$ cat config.mk
export PLATFORM = sky130hd
export DESIGN_NAME = mcrd_top
export DESIGN_NICKNAME = d
export VERILOG_FILES = /design/src/verilog/mcrd_pkg.sv /design/src/verilog/mcrd_top.sv
export SDC_FILE = /design/constraint.sdc
export NUM_CORES = 1
export LEC_CHECK = 0
export BUFFER_PORTS_ARGS = -buffer_cell sky130_fd_sc_hd__buf_4
export CAP_MARGIN = 40
export CORE_MARGIN = 1
export CORE_UTILIZATION = 44
export DETAILED_ROUTE_END_ITERATION = 10
export GPL_ROUTABILITY_DRIVEN = 0
export GPL_TIMING_DRIVEN = 0
export PLACE_DENSITY = 0.85
export RECOVER_POWER = 50
export SLEW_MARGIN = 20
export SYNTH_ARGS = -nofsm -noshare
export SYNTH_HDL_FRONTEND = slang
export SYNTH_SLANG_ARGS = --single-unit
$ cat constraint.sdc
create_clock -name clock_in -period 1.1 [get_ports clock_in]
set_clock_uncertainty 0.05 [all_clocks]
set_input_delay 0.22 -clock clock_in [delete_from_list [all_inputs] [get_ports clock_in]]
set_output_delay 0.22 -clock clock_in [all_outputs]
set_load 0.1 [all_outputs]
$ cat src/verilog/mcrd_pkg.sv
// Functional notes
// - transmit path clocked from TX MAC clock, 390.625 MHz
// - external PLL option selects external TX clock
// - receive path clocked from RX MAC clock
// - RX MAC clock follows recovered clock, needs data
// - recovered clock output only with sync Ethernet
// - recovered clock 322.265625 or 402.83203 MHz
// - single asynchronous reset resets whole core
// - synchronous status interface reset on status clock
// - reconfiguration reset only in one device family
// - status clock clocks status interface, 100-125 MHz; clock_in serves as it and the testbench runs it at 25 MHz
package mcrd_pkg;
  localparam int unsigned MAC_FREQ_HZ            = 390625000;
  localparam int unsigned RECOVER_TEN_LANE_HZ    = 322265625;
  localparam int unsigned RECOVER_FOUR_LANE_HZ   = 402832030;
  localparam int unsigned STATUS_CLK_MIN_MHZ     = 100;
  localparam int unsigned STATUS_CLK_MAX_MHZ     = 125;
  localparam int unsigned RESET_HOLD_CYCLES      = 10;
  localparam int unsigned RX_LOCK_CYCLES         = 8;
  localparam int unsigned LOCK_CNT_W             = 4;
  localparam int unsigned DOMAIN_COUNT           = 4;
  localparam int unsigned DOM_STATUS             = 0;
  localparam int unsigned DOM_TX                 = 1;
  localparam int unsigned DOM_RX                 = 2;
  localparam int unsigned DOM_RECONFIG           = 3;
  localparam logic [31:0] FREQ_RESET_VALUE       = 32'h0;
  typedef enum logic [1:0] {
    MCRD_RX_IDLE,
    MCRD_RX_LOCKING,
    MCRD_RX_READY
  } mcrd_rx_state_e;
endpackage

$ cat src/verilog/mcrd_top.sv
`timescale 1ns/100ps
module mcrd_top (
  input  wire logic                                 clock_in,
  input  wire logic                                 rstn_in,
  input  wire logic                                 clk_en_in,
  input  wire logic                                 ext_txmac_pll_in,
  input  wire logic                                 sync_ethernet_option_in,
  input  wire logic                                 four_lane_in,
  input  wire logic                                 reconfig_family_in,
  input  wire logic                                 int_txmac_clk_in,
  input  wire logic                                 ext_txmac_clk_in,
  input  wire logic                                 recovered_clk_in,
  input  wire logic                                 rx_data_present_in,
  input  wire logic                                 status_reset_in,
  input  wire logic                                 reconfig_reset_in,
  output logic                                      txmac_clk_out,
  output logic                                      rxmac_clk_out,
  output logic                                      rx_pcs_ready_out,
  output logic                                      rx_recover_clk_out,
  output logic [31:0]                               rx_recover_freq_hz_out,
  output logic [31:0]                               mac_freq_hz_out,
  output logic                                      status_reset_out,
  output logic                                      reconfig_reset_out,
  output logic [mcrd_pkg::DOMAIN_COUNT-1:0]         domain_rstn_out
);
  import mcrd_pkg::*;

  logic [1:0]                  rst_sync;
  logic                        core_rstn;
  logic                        cfg_valid;
  logic                        cfg_ext_tx;
  logic                        cfg_synce;
  logic                        cfg_four_lane;
  logic                        cfg_reconfig;
  logic [1:0]                  dom_sync [DOMAIN_COUNT];
  mcrd_rx_state_e              rx_state;
  mcrd_rx_state_e              next_rx_state;
  logic [LOCK_CNT_W-1:0]       lock_cnt;
  logic [LOCK_CNT_W-1:0]       next_lock_cnt;

  // the one asynchronous reset clears the whole core
  always_ff @(posedge clock_in or negedge rstn_in) begin
    if (!rstn_in) begin
      rst_sync <= 2'h0;
    end else if (clk_en_in) begin
      rst_sync <= {rst_sync[0], 1'b1};
    end
  end
  assign core_rstn = rst_sync[1];

  // straps are sampled once after release so a glitch later cannot flip the clock source
  always_ff @(posedge clock_in or negedge core_rstn) begin
    if (!core_rstn) begin
      cfg_valid     <= 1'b0;
      cfg_ext_tx    <= 1'b0;
      cfg_synce     <= 1'b0;
      cfg_four_lane <= 1'b0;
      cfg_reconfig  <= 1'b0;
    end else if (clk_en_in && !cfg_valid) begin
      cfg_valid     <= 1'b1;
      cfg_ext_tx    <= ext_txmac_pll_in;
      cfg_synce     <= sync_ethernet_option_in;
      cfg_four_lane <= four_lane_in;
      cfg_reconfig  <= reconfig_family_in;
    end
  end

  // each domain gets its own two-stage release, held until straps are known
  generate
    for (genvar d = 0; d < DOMAIN_COUNT; d++) begin : g_dom
      always_ff @(posedge clock_in or negedge core_rstn) begin
        if (!core_rstn) begin
          dom_sync[d] <= 2'h0;
        end else if (clk_en_in) begin
          dom_sync[d] <= {dom_sync[d][0], cfg_valid};
        end
      end
      always_ff @(posedge clock_in or negedge core_rstn) begin
        if (!core_rstn) begin
          domain_rstn_out[d] <= 1'b0;
        end else if (clk_en_in) begin
          domain_rstn_out[d] <= dom_sync[d][1];
        end
      end
    end
  endgenerate

  // transmit clock: internal source unless the external PLL option is strapped
  // the mux output is a sampled level, so it only shows clocks slower than clock_in
  always_ff @(posedge clock_in or negedge core_rstn) begin
    if (!core_rstn) begin
      txmac_clk_out <= 1'b0;
    end else if (clk_en_in) begin
      if (!dom_sync[DOM_TX][1]) begin
        txmac_clk_out <= 1'b0;
      end else if (cfg_ext_tx) begin
        txmac_clk_out <= ext_txmac_clk_in;
      end else begin
        txmac_clk_out <= int_txmac_clk_in;
      end
    end
  end

  // receive clock only passes while recovered data is present
  always_ff @(posedge clock_in or negedge core_rstn) begin
    if (!core_rstn) begin
      rxmac_clk_out <= 1'b0;
    end else if (clk_en_in) begin
      rxmac_clk_out <= dom_sync[DOM_RX][1] & rx_data_present_in
                       & recovered_clk_in;
    end
  end

  // readiness needs a run of present data; the user must not trust the clock before it
  always_comb begin
    next_rx_state = rx_state;
    next_lock_cnt = lock_cnt;
    case (rx_state)
      MCRD_RX_IDLE: begin
        next_lock_cnt = '0;
        if (rx_data_present_in && dom_sync[DOM_RX][1]) begin
          next_rx_state = MCRD_RX_LOCKING;
        end
      end
      MCRD_RX_LOCKING: begin
        if (!rx_data_present_in) begin
          next_rx_state = MCRD_RX_IDLE;
        end else if (lock_cnt == LOCK_CNT_W'(RX_LOCK_CYCLES - 1)) begin
          next_rx_state = MCRD_RX_READY;
        end else begin
          next_lock_cnt = lock_cnt + LOCK_CNT_W'(1);
        end
      end
      MCRD_RX_READY: begin
        if (!rx_data_present_in) begin
          next_rx_state = MCRD_RX_IDLE;
        end
      end
      default: begin
        next_rx_state = MCRD_RX_IDLE;
      end
    endcase
  end

  always_ff @(posedge clock_in or negedge core_rstn) begin
    if (!core_rstn) begin
      rx_state <= MCRD_RX_IDLE;
    end else if (clk_en_in) begin
      rx_state <= next_rx_state;
    end
  end

  // the count restarts whenever data drops, so a flaky link never reaches ready
  always_ff @(posedge clock_in or negedge core_rstn) begin
    if (!core_rstn) begin
      lock_cnt <= '0;
    end else if (clk_en_in) begin
      lock_cnt <= next_lock_cnt;
    end
  end

  // taken from the next state so ready falls on the same edge as the gated clock
  always_ff @(posedge clock_in or negedge core_rstn) begin
    if (!core_rstn) begin
      rx_pcs_ready_out <= 1'b0;
    end else if (clk_en_in) begin
      rx_pcs_ready_out <= (next_rx_state == MCRD_RX_READY);
    end
  end

  // recovered clock is unfiltered; jitter cleanup stays outside the core
  always_ff @(posedge clock_in or negedge core_rstn) begin
    if (!core_rstn) begin
      rx_recover_clk_out <= 1'b0;
    end else if (clk_en_in) begin
      rx_recover_clk_out <= cfg_synce & dom_sync[DOM_RX][1] & recovered_clk_in;
    end
  end

  // rates are reported as words; a single 25 MHz domain cannot carry the clocks
  always_ff @(posedge clock_in or negedge core_rstn) begin
    if (!core_rstn) begin
      mac_freq_hz_out <= FREQ_RESET_VALUE;
    end else if (clk_en_in && cfg_valid) begin
      mac_freq_hz_out <= MAC_FREQ_HZ;
    end
  end

  always_ff @(posedge clock_in or negedge core_rstn) begin
    if (!core_rstn) begin
      rx_recover_freq_hz_out <= FREQ_RESET_VALUE;
    end else if (clk_en_in && cfg_valid) begin
      if (!cfg_synce) begin
        rx_recover_freq_hz_out <= FREQ_RESET_VALUE;
      end else if (cfg_four_lane) begin
        rx_recover_freq_hz_out <= RECOVER_FOUR_LANE_HZ;
      end else begin
        rx_recover_freq_hz_out <= RECOVER_TEN_LANE_HZ;
      end
    end
  end

  // status interface reset, sampled on clock_in, which serves as the status clock
  always_ff @(posedge clock_in or negedge core_rstn) begin
    if (!core_rstn) begin
      status_reset_out <= 1'b1;
    end else if (clk_en_in) begin
      status_reset_out <= status_reset_in | ~dom_sync[DOM_STATUS][1];
    end
  end

  // reconfiguration reset exists only for the one family; otherwise it stays asserted
  always_ff @(posedge clock_in or negedge core_rstn) begin
    if (!core_rstn) begin
      reconfig_reset_out <= 1'b1;
    end else if (clk_en_in) begin
      reconfig_reset_out <= ~cfg_reconfig | reconfig_reset_in
                            | ~dom_sync[DOM_RECONFIG][1];
    end
  end

endmodule

==> results.env, run 1 <==
STATUS='aborted with a tool error'
LASTSTAGE='clock tree synthesis'
RUN.STOP_ERROR='[ERROR DPL-0033] detailed placement checks failed during check placement.'
PLACEMENTROWS=21
CTS.REPAIR_TIMING.SETUP_BUFFER_COUNT=12
YS_SEQ_ELEMENTS=26
DPL-INSTANCE-AREA_SQ_UM=2510
SYNTH_FLOP_CELL='dfrtp_1'
SYNTH_ENABLE_FLOP_CELLS=0
HTREE_NUM_LEVELS=1
NUMCTSBUFFERS=3
FLOORPLAN.INITIALDENSITY=0.463
DP.CELLS=287
IO_BUFFERS=58
POST_CTS_RESIZE_COUNT=160
CELL_AT_THE_ROOT_OF_THE_CLOCK_TREE='clkbuf_4'
POST_SYNTH_INST_COUNT=156
CTS_NUM_SINKS=26
SYNTH_ASYNC_SR_FLOP_SHARE=1.00
SYN_AREA_SQ_UM=1540
SYNTH_CELL_TYPES=29
FP.DIEH_UM=61.2
CHIPWIDTH_UM=61.2
SYNTH-SEQ-AREA-SHARE=0.423
SYN_AVG_CELL_AREA_SQ_UM=9.90
DP_HPWL_MM=2.55
YOSYS_WARNINGS=0
POST_CTS_HOLD_BUFFER_COUNT=1
CLOCKBUFFERDEPTH=2
NUM_IO_PINS=87
-- logic make-up after synthesis --
group / count (synthesis) / share of synthesized area
DFF: 26 / 0.423
adders and majority gates: 1 / 0.00810
and+or+nand+nor: 27 / 0.0973
xor gates and xnor gates: 1 / 0.00567
other: 1 / 0.00243
AOI/OAI and AO/OA: 17 / 0.0656
buffers and inverters: 74 / 0.333
muxes: 9 / 0.0648
-- synth_stat cells, types with 3 or more instances --
| cell | number | area [sq um] |
|---|---|---|
| nand2b_1 | 3 | 18.8 |
| nand2_1 | 7 | 26.3 |
| inv_1 | 9 | 33.8 |
| nand4_1 | 3 | 18.8 |
| buf_4 | 63 | 473 |
| mux2_2 | 8 | 90.1 |
| dfrtp_1 | 24 | 601 |
| o21ai_0 | 11 | 55.1 |
-- metrics by stage --
step | utilization | setup WS (ns)
after floorplan | - | -0.269
after detailed placement | 0.751 | -0.397
after global placement | 0.751 | -0.348
==> inputs of run 2 (changes only) <==
--- a/config.mk
+++ b/config.mk
@@ -8,11 +8,11 @@
 export BUFFER_PORTS_ARGS = -buffer_cell sky130_fd_sc_hd__buf_4
 export CAP_MARGIN = 40
 export CORE_MARGIN = 1
-export CORE_UTILIZATION = 44
+export CORE_UTILIZATION = 33
 export DETAILED_ROUTE_END_ITERATION = 10
 export GPL_ROUTABILITY_DRIVEN = 0
 export GPL_TIMING_DRIVEN = 0
-export PLACE_DENSITY = 0.85
+export PLACE_DENSITY_LB_ADDON = 0.15
 export RECOVER_POWER = 50
 export SLEW_MARGIN = 20
 export SYNTH_ARGS = -nofsm -noshare
==> results.env, run 2 <==
SYNTH_ENABLE_FLOP_CELLS=0
RSZ0062_AT_GRT='yes'
POWER_REPORT.INTERNAL_TOTAL_mW=2.63
TIMING.FINAL.CRIT_SHARE=1.37
FINAL_CRITICAL_PATH_SETUP_SLACK_NS=-0.406
HOLDCRITSTARTPOINT='ext_txmac_pll_in'
PLACEMENTROWS=24
WORSTREG2REGEND='lock_cnt[3]'
FINALHOLDVIOLATIONS=0
POST-SYNTH-TOP-COUNT-CELL='buf_4'
CRITICAL_PATH_PEAK_FANOUT=8
FILLERINSTANCES=285
MAX_CAP_VIOLATIONS=0
STARTPOINT_TYPE='register'
POST_SYNTH_INST_COUNT=156
STATIC-LEAKAGE-POWER_nW=1.60
FINALHOLDWORSTSLACK_NS=0.136
DETAILROUTE.VIA_COUNT=1294
GLOBALROUTE.TOTALOVERFLOW=0
SYNTH-SEQ-AREA-SHARE=0.423
SEQPWRFRAC=0.256
TRITONCTS='yes'
VIAS_PER_CELL=4.12
SYN_AREA_SQ_UM=1540
STATUS='finished with violations'
NUM_IO_PINS=87
PIN_SLEW_WITH_THE_LEAST_HEADROOM_TO_ITS_LIMIT_NS=0.567
SYN_AVG_CELL_AREA_SQ_UM=9.90
GRT_PASS1_VIAS=1322
CELLPOWERDENSITY_nW_PER_UM2=1450
REG2REG_SLACK_NS=-0.33
MAXIMUM_VDD_DROP_mV=0.757
HTREE_NUM_LEVELS=1
FF2FF_PATH_DEPTH=5
COMB_POWER_SHARE=0.620
DRIVE_ABOVE_1_SHARE=0.649
FINALINSTANCEAREA_SQ_UM=3350
VIOLATED_CHECKS='setup timing'
SHARE_CLK_OF_TOTAL_POWER=0.124
WL_PER_CELL_UM=12.9
AREA_GROWTH_PCT=117
WHS_ENDPOINT='cfg_ext_tx'
CORE_REGION_AREA_SQ_UM=4410
CRIT_REQUIRED_NS=0.83
LARGEST-REGISTER='lock_cnt'
TIMING.HOLD.WORST_PATH_DEPTH=2
CTS.REPORTEDPATHS.CLKPINSLEW_NS=0.09
TIMING_WORST_SETUP_PATH_TYPE='register to output port'
YOSYS_WARNINGS=0
FINALSETUPVIOLCOUNT=58
DETAILED_ROUTE_ITER0_VIOLATIONS=17
IO_BUFFERS=58
DRT_PASS1_ITERATIONS=4
SYNTH_TOP_CELLS_BY_AREA='dfrtp_1 39%, buf_4 31%, mux2_2 5.8%, o21ai_0 3.6%, dfstp_2 3.4%'
SWITCHINGPOWER_mW=2.22
WORSTPATHARRIVAL_NS=1.24
TIMING.CRITICAL_PATH.TO_TYPE='output port'
SYNTH_FLOP_CELL='dfrtp_1'
GRT_USAGE=0.170
SYNTHDOMINANTCELLAREASHARE=0.389
ANTENNA_FOUND_INITIAL=0
CHIPWIDTH_UM=70.4
SLEW_VIOLATIONS=0
SYNTH_ASYNC_SR_FLOP_SHARE=1.00
COMMONEST_NON_FILL_NON_TAP_CELL_IN_THE_LAYOUT='buf_12'
WORST_SLEW_MARGIN_REL=0.622
DESIGN.DIE.AREA_SQ_UM=4960
LAYOUT_TOP_REGISTERS='lock_cnt (4), rx_recover_freq_hz_out (3)'
PLACEMENT.SETUP.WORST_SLACK_NS=-0.403
SYNTH_COMMONEST_CELLS='63 x buf_4, 24 x dfrtp_1, 11 x o21ai_0'
COMMONEST_NON_FILL_NON_TAP_CELLS_IN_THE_LAYOUT='71 x buf_12, 52 x buf_4, 28 x conb_1'
POSTROUTEWIRELENGTH_MM=4.05
YOSYS.AREA.TOP_TYPE='dfrtp_1'
CLOCKBUFFERDEPTH=2
CELL_AT_THE_ROOT_OF_THE_CLOCK_TREE='clkbuf_8'
LARGEST_REGISTER_FF_COUNT=4
YS_SEQ_ELEMENTS=26
FIRST_PASS_GRT_WIRE_LENGTH_MM=6.64
SYNTH_CELL_TYPES=29
POST_LAYOUT_MINIMUM_CYCLE_TIME_NS=1.51
POWER.SWITCHING_FRACTION=0.458
FP.DIEH_UM=70.4
POSTROUTEANTENNANETS=0
DP_HPWL_MM=2.32
CTS_NUM_SINKS=26
GRT_START_MAX_NET_PINS=15
HOLD_CLASS='primary input to register'
NUMCTSBUFFERS=3
FLOORPLAN.INITIALDENSITY=0.350
DPL-INSTANCE-AREA_SQ_UM=2510
CLOCK_LATENCY_NS=0.26
CLOCK.FMAX_MHz=664
INSERTEDDIODECOUNT=0
LAYOUT.NETS=277
WORST_R2R_STARTPOINT='lock_cnt[0]'
DRC_ERRORS=0
-- run 2: cell counts after synthesis --
Identical to the previous run, type by type.
-- run 2: cell type report --
cell class	count	area [sq um]	share of cell area
buffer	64	803	0.240
tap	52	65.1	0.0194
clock buffer	4	55.1	0.0164
timing repair buffer	76	1180	0.351
sequential	26	686	0.205
inverter	9	33.8	0.0101
multi-input combinational	83	533	0.159
-- run 2: cell families after synthesis --
group,share of synthesized area
fa+ha+maj,0.00810
simple gates,0.0973
compound gates,0.0656
buf+inv,0.333
mux,0.0648
other cells,0.00243
xor+xnor,0.00567
flops,0.423
-- run 2: worst max-delay path, cell delays in order (launching register included) --
cell and delay [ns]:
dfrtp_4 0.53, buf_12 0.17, buf_12 0.12, buf_12 0.15
-- run 2: power groups by stage --
stage               clock (mW)  combinational [mW]  sequential, mW
floorplan                    0                1.79            1.55
global placement             0                2.32            1.29
detailed placement           0                2.34            1.29
CTS                      0.619                2.95            1.23
global route             0.662                3.09            1.26
finish                   0.603                3.01            1.24
-- run 2: how the worst max path moves through the flow --
stage | slack (ns) | endpoint | start
final | -0.41 | mac_freq_hz_out[12] | mac_freq_hz_out[3]
after global routing | -0.44 | mac_freq_hz_out[14] | mac_freq_hz_out[3]
after CTS | -0.40 | mac_freq_hz_out[12] | mac_freq_hz_out[3]
after detailed placement | -0.40 | lock_cnt[3] | lock_cnt[0]
after global placement | -0.37 | lock_cnt[3] | lock_cnt[0]
after floorplan | -0.27 | lock_cnt[3] | lock_cnt[1]
-- run 2: what timing repair did --
action                     4_1_cts  5_1_grt
pin swaps                        2        1
hold endpoints to repair         2        0
resized for setup              158        7
buffers inserted                15        2
cloned                           0        0
setup endpoints to repair       59       59
hold buffers                     1        0
-- run 2: through the flow --
step | instances | util | setup TNS [ns] | power [mW]
3_3_place_gp | 293 | 0.569 | -6.71 | 3.61
5_1_grt | 314 | 0.759 | -17.95 | 5.02
4_1_cts | 313 | 0.757 | -15.49 | 4.81
6_report | 314 | 0.759 | -15.75 | 4.85
3_5_place_dp | 293 | 0.569 | -6.92 | 3.63
2_1_floorplan | 183 | - | -5.87 | 3.33
-- run 2: routing by layer --
metal	vias to the layer above	share of wire	GRT usage
met2	53	0.55	0.317
li1	630	-	-
met3	4	0.045	0.0260
met4	0	0.013	0.0378
met1	607	0.39	0.201
met5	-	0	0
(Power assumes the default switching activity.)
==> inputs of run 3 (changes only) <==
--- a/config.mk
+++ b/config.mk
@@ -14,6 +14,7 @@
 export GPL_TIMING_DRIVEN = 0
 export PLACE_DENSITY_LB_ADDON = 0.15
 export RECOVER_POWER = 50
+export SKIP_CTS_REPAIR_TIMING = 1
 export SLEW_MARGIN = 20
 export SYNTH_ARGS = -nofsm -noshare
 export SYNTH_HDL_FRONTEND = slang
==> constraint.sdc (replaced) <==
create_clock -name clock_in -period 1.1 [get_ports clock_in]
set_clock_uncertainty 0.05 [all_clocks]
set_input_delay 0.055 -clock clock_in [delete_from_list [all_inputs] [get_ports clock_in]]
set_output_delay 0.055 -clock clock_in [all_outputs]
set_load 0.1 [all_outputs]
==> results.env, run 3 (synthesized netlist as in run 2, its figures left out) <==
STATUS='finished with violations'
VIOLATED_CHECKS='hold timing, setup timing'
HOLD_CLASS='primary input to register'
NUMCTSBUFFERS=3
DESIGN.DIE.AREA_SQ_UM=4960
COMB_POWER_SHARE=0.599
CLOCK_LATENCY_NS=0.27
FIN_TNS_SETUP_NS=-8.47
FINAL_CRITICAL_PATH_SETUP_SLACK_NS=-0.369
WHS_ENDPOINT='rxmac_clk_out'
CHIPWIDTH_UM=70.4
CTS_NUM_SINKS=26
TIMING_WORST_SETUP_PATH_TYPE='register to register'
DETAILROUTE.VIA_COUNT=1261
CLOCKBUFFERDEPTH=2
FIRST_PASS_GRT_WIRE_LENGTH_MM=4.67
WL_PER_CELL_UM=12.0
DRT_PASS1_ITERATIONS=4
ANTENNA_FOUND_INITIAL=0
FILLERINSTANCES=309
WORST_R2R_STARTPOINT='lock_cnt[0]'
FINALHOLDVIOLATIONS=1
CRITICAL_PATH_PEAK_FANOUT=4
POSTROUTEWIRELENGTH_MM=3.82
SWITCHINGPOWER_mW=2.18
FP.DIEH_UM=70.4
CRIT_START='lock_cnt[0]'
WORSTPATHARRIVAL_NS=1.63
NUMBER_OF_NON_FILLER_INSTANCES_IN_THE_COMPLETED_LAYOUT=317
CORE_REGION_AREA_SQ_UM=4410
LAYOUT_TOP_REGISTERS='lock_cnt (4), rx_recover_freq_hz_out (3)'
CLOCK.FMAX_MHz=681
FLOORPLAN.INITIALDENSITY=0.350
SHARE_CLK_OF_TOTAL_POWER=0.126
SEQPWRFRAC=0.274
GRT_START_MAX_NET_PINS=26
IO_BUFFERS=58
MAXIMUM_VDD_DROP_mV=1.01
STATIC-LEAKAGE-POWER_nW=1.52
FF2FF_PATH_DEPTH=5
REG2REG_SLACK_NS=-0.37
FINALHOLDWORSTSLACK_NS=-0.000269
TIMING.HOLD.WORST_PATH_DEPTH=3
SLEW_VIOLATIONS=0
TIMING.FINAL.CRIT_SHARE=1.34
DRC_ERRORS=0
STARTPOINT_TYPE='register'
TRITONCTS='yes'
GLOBALROUTE.TOTALOVERFLOW=0
AREA_GROWTH_PCT=101
POWER_REPORT.INTERNAL_TOTAL_mW=2.31
COMMONEST_NON_FILL_NON_TAP_CELLS_IN_THE_LAYOUT='57 x buf_4, 42 x buf_12, 29 x buf_6'
PLACEMENTROWS=24
CELLPOWERDENSITY_nW_PER_UM2=1440
NUM_IO_PINS=87
GRT_USAGE=0.115
CELL_AT_THE_ROOT_OF_THE_CLOCK_TREE='clkbuf_8'
POWER.SWITCHING_FRACTION=0.486
LAYOUT.NETS=280
DETAILED_ROUTE_ITER0_VIOLATIONS=26
LARGEST_REGISTER_FF_COUNT=4
VIAS_PER_CELL=3.98
LARGEST-REGISTER='lock_cnt'
HTREE_NUM_LEVELS=1
POSTROUTEANTENNANETS=0
TIMING.CRITICAL_PATH.TO_TYPE='register'
CRIT_REQUIRED_NS=1.26
REPORT.POWER.TOTAL_mW=4.48
COMMONEST_NON_FILL_NON_TAP_CELL_IN_THE_LAYOUT='buf_4'
RSZ0062_AT_GRT='yes'
CTS.REPORTEDPATHS.CLKPINSLEW_NS=0.09
GRT_PASS1_VIAS=978
MAX_CAP_VIOLATIONS=0
DP_HPWL_MM=2.18
DP.CELLS=293
INSERTEDDIODECOUNT=0
FINALSETUPVIOLCOUNT=51
HOLDCRITSTARTPOINT='recovered_clk_in'
POST_LAYOUT_MINIMUM_CYCLE_TIME_NS=1.47
DRIVE_ABOVE_1_SHARE=0.626
WORSTREG2REGEND='lock_cnt[3]'
## run 3: cell count changes in the layout (fill, tap and decap cells not counted), sizes merged
cell / before / now
dlygate4sd3: 1 / 7
buf: 135 / 133
clkbuf: 8 / 7
## run 3: critical path, stage by stage, from the launching register on
cell and delay (ns):
dfrtp_1 0.41, ha_2 0.21, nand4b_1 0.16, nand3_2 0.12, or3_1 0.32, a21oi_1 0.14
## run 3: cell type report
class / instances / area [sq um] / area share
buffer: 65 / 597 / 0.192
tap: 52 / 65.1 / 0.0209
sequential: 26 / 689 / 0.222
inverter: 9 / 33.8 / 0.0109
multi-input combinational: 83 / 526 / 0.169
timing repair buffer: 78 / 1150 / 0.371
clock buffer: 4 / 45.0 / 0.0145
## run 3: metal layers
metal | GRT usage | routed length [um] | part of all wire
met1 | 0.158 | 1570 | 0.41
met2 | 0.179 | 2010 | 0.53
met3 | 0.0245 | 205 | 0.054
met4 | 0.0400 | 31 | 0.0081
met5 | 0 | 0 | 0
## run 3: how the worst max path moves through the flow
stage / endpoint / cells after the start / slack [ns]
5_1_grt: lock_cnt[3] / 5 / -0.45
6_report: lock_cnt[3] / 5 / -0.37
2_1_floorplan: lock_cnt[3] / 5 / -0.27
4_1_cts: lock_cnt[3] / 5 / -0.39
3_5_place_dp: lock_cnt[3] / 5 / -0.37
3_3_place_gp: lock_cnt[3] / 5 / -0.37
## run 3: through the flow
stage | setup WS, ns | hold slack [ns] | utilization | cell area (sq um)
finish | -0.369 | -0.000269 | 0.705 | 3110
global route | -0.450 | 0.0122 | 0.705 | 3110
CTS | -0.389 | -0.511 | 0.520 | 2290
detailed placement | -0.368 | -0.211 | 0.510 | 2250
global placement | -0.373 | -0.211 | 0.510 | 2250
floorplan | -0.269 | -0.291 | - | 1750
## run 3: power by group through the flow
stage / registers (mW) / clock network, mW / logic [mW]
finish: 1.23 / 0.566 / 2.69
detailed placement: 1.23 / 0 / 2.10
global placement: 1.23 / 0 / 2.09
global route: 1.26 / 0.627 / 2.77
floorplan: 1.49 / 0 / 1.54
CTS: 1.21 / 0.580 / 2.10
==> inputs of run 4 (changes only) <==
==> constraint.sdc (replaced) <==
create_clock -name clock_in -period 1.1 [get_ports clock_in]
set_clock_uncertainty 0.05 [all_clocks]
set_input_delay 0.055 -clock clock_in [delete_from_list [all_inputs] [get_ports clock_in]]
set_output_delay 0.055 -clock clock_in [all_outputs]
set_load 0.005 [all_outputs]
==> results.env, run 4 (synthesized netlist as in run 2, its figures left out) <==
STATUS='finished with violations'
VIOLATED_CHECKS='hold timing, setup timing'
POSTROUTEWIRELENGTH_MM=3.34
NUM_IO_PINS=87
FIRST_PASS_GRT_WIRE_LENGTH_MM=4.46
DRT_PASS1_ITERATIONS=4
CLOCKBUFFERDEPTH=2
CTS_NUM_SINKS=26
MAX_CAP_VIOLATIONS=0
POSTROUTEANTENNANETS=0
SWITCHINGPOWER_mW=0.733
GRT_USAGE=0.110
FP.DIEH_UM=70.4
NUMCTSBUFFERS=3
IO_BUFFERS=58
CLOCK_LATENCY_NS=0.27
WORST_SLEW_MARGIN_REL=0.633
STARTPOINT_TYPE='register'
CTS.REPORTEDPATHS.CLKPINSLEW_NS=0.09
GLOBALROUTE.TOTALOVERFLOW=0
FINALSETUPVIOLCOUNT=35
FINALHOLDVIOLATIONS=1
WORSTPATHARRIVAL_NS=1.61
CHIPWIDTH_UM=70.4
CELL_AT_THE_ROOT_OF_THE_CLOCK_TREE='clkbuf_8'
SLEW_VIOLATIONS=0
ANTENNA_FOUND_INITIAL=0
DETAILROUTE.VIA_COUNT=1281
FINAL_CRITICAL_PATH_SETUP_SLACK_NS=-0.362
HTREE_NUM_LEVELS=1
POWER_REPORT.INTERNAL_TOTAL_mW=2.23
POST_LAYOUT_MINIMUM_CYCLE_TIME_NS=1.46
DETAILED_ROUTE_ITER0_VIOLATIONS=15
PLACEMENT.SETUP.WORST_SLACK_NS=-0.366
GRT_PASS1_VIAS=979
PLACEMENTROWS=24
TIMING_WORST_SETUP_PATH_TYPE='register to register'
GRT_START_MAX_NET_PINS=26
TRITONCTS='yes'
LAYOUT.NETS=280
DP.CELLS=293
CLOCK.FMAX_MHz=684
HOLD_CLASS='primary input to register'
SEQPWRFRAC=0.404
CORE_REGION_AREA_SQ_UM=4410
LARGEST-REGISTER='lock_cnt'
FINALHOLDWORSTSLACK_NS=-0.00791
RSZ0062_AT_GRT='yes'
DP_HPWL_MM=2.16
FINAL_CORE_UTILIZATION=0.613
COMMONEST_NON_FILL_NON_TAP_CELL_IN_THE_LAYOUT='buf_6'
WL_PER_CELL_UM=10.5
DRC_ERRORS=0
SHARE_CLK_OF_TOTAL_POWER=0.269
POWER.SWITCHING_FRACTION=0.247
CRITICAL_PATH_PEAK_FANOUT=5
VIAS_PER_CELL=4.04
CRIT_REQUIRED_NS=1.25
INSERTEDDIODECOUNT=0
NUMBER_OF_NON_FILLER_INSTANCES_IN_THE_COMPLETED_LAYOUT=317
COMMONEST_NON_FILL_NON_TAP_CELLS_IN_THE_LAYOUT='73 x buf_6, 59 x buf_4, 28 x conb_1'
DESIGN.DIE.AREA_SQ_UM=4960
AREA_GROWTH_PCT=75.1
LARGEST_REGISTER_FF_COUNT=4
CELLPOWERDENSITY_nW_PER_UM2=1100
MAXIMUM_VDD_DROP_mV=0.700
COMB_POWER_SHARE=0.327
PIN_SLEW_WITH_THE_LEAST_HEADROOM_TO_ITS_LIMIT_NS=0.551
DRIVE_ABOVE_1_SHARE=0.608
TIMING.CRITICAL_PATH.TO_TYPE='register'
FLOORPLAN.INITIALDENSITY=0.350
LAYOUT_TOP_REGISTERS='lock_cnt (4), rx_recover_freq_hz_out (3)'
STATIC-LEAKAGE-POWER_nW=1.37
TIMING.FINAL.CRIT_SHARE=1.33
==> run 4: cell count changes in the layout (fill, tap and decap cells not counted), moves of 5 or more <==
cell and change:
dfrtp_1 +6, buf_12 -42, buf_8 -5, dfrtp_4 -6, buf_6 +44
==> run 4: power groups by stage <==
stage               Combinational (mW)  Sequential [mW]  Clock, mW
CTS                              0.696             1.20      0.818
global placement                 0.684             1.21          0
detailed placement               0.695             1.21          0
floorplan                        0.416             1.19          0
finish                           0.970             1.20      0.798
global route                      1.04             1.22      0.852
==> run 4: path summary, 6_finish.rpt <==
kind | start | to | slack [ns] | cells past startpoint
worst min-delay path | reconfig_reset_in | reconfig_reset_out | -0.008 | 3
min in group asynchronous | rstn_in | rst_sync[0] | 0.05 | 2
worst max register to register | lock_cnt[1] | lock_cnt[3] | -0.36 | 5
worst min register to register | rst_sync[1] | txmac_clk_out | 0.18 | 0
max in group asynchronous | rst_sync[1] | domain_rstn_out[0] | 0.17 | 1
worst max-delay path | lock_cnt[1] | lock_cnt[3] | -0.36 | 5
==> run 4: final cells by class <==
| type | instances | area [sq um] |
|---|---|---|
| fillers | 388 | 1710 |
| repair buffers | 79 | 761 |
| flip-flops and latches | 26 | 659 |
| plain buffers | 64 | 593 |
| multi-input cells | 83 | 520 |
| well taps | 52 | 65.1 |
| clock buffers | 3 | 41.3 |
| inverters | 9 | 33.8 |
| clock inverters | 1 | 30.0 |
==> run 4: per-layer routing <==
metal  routed length [um]  global-route usage  up-vias
met2                 1670               0.165       61
met3                  280              0.0289        2
li1                     -                   -      634
met1                 1380               0.148      584
met4                   15              0.0467        0
met5                    0                   0        -
==> run 4: metrics by stage <==
| stage | total power [mW] | setup TNS (ns) | instance area, sq um |
|---|---|---|---|
| detailed placement | 1.91 | -1.66 | 2160 |
| floorplan | 1.60 | -0.631 | 1660 |
| CTS | 2.71 | -5.64 | 2230 |
| global placement | 1.90 | -1.58 | 2160 |
| finish | 2.97 | -3.54 | 2700 |
| global route | 3.11 | -5.23 | 2700 |
==> run 4: critical path: stages (launching register included) <==
cell and delay, ns:
dfrtp_1 0.41, ha_2 0.21, nand4b_1 0.16, nand3_2 0.13
or3_1 0.32, a21oi_1 0.12
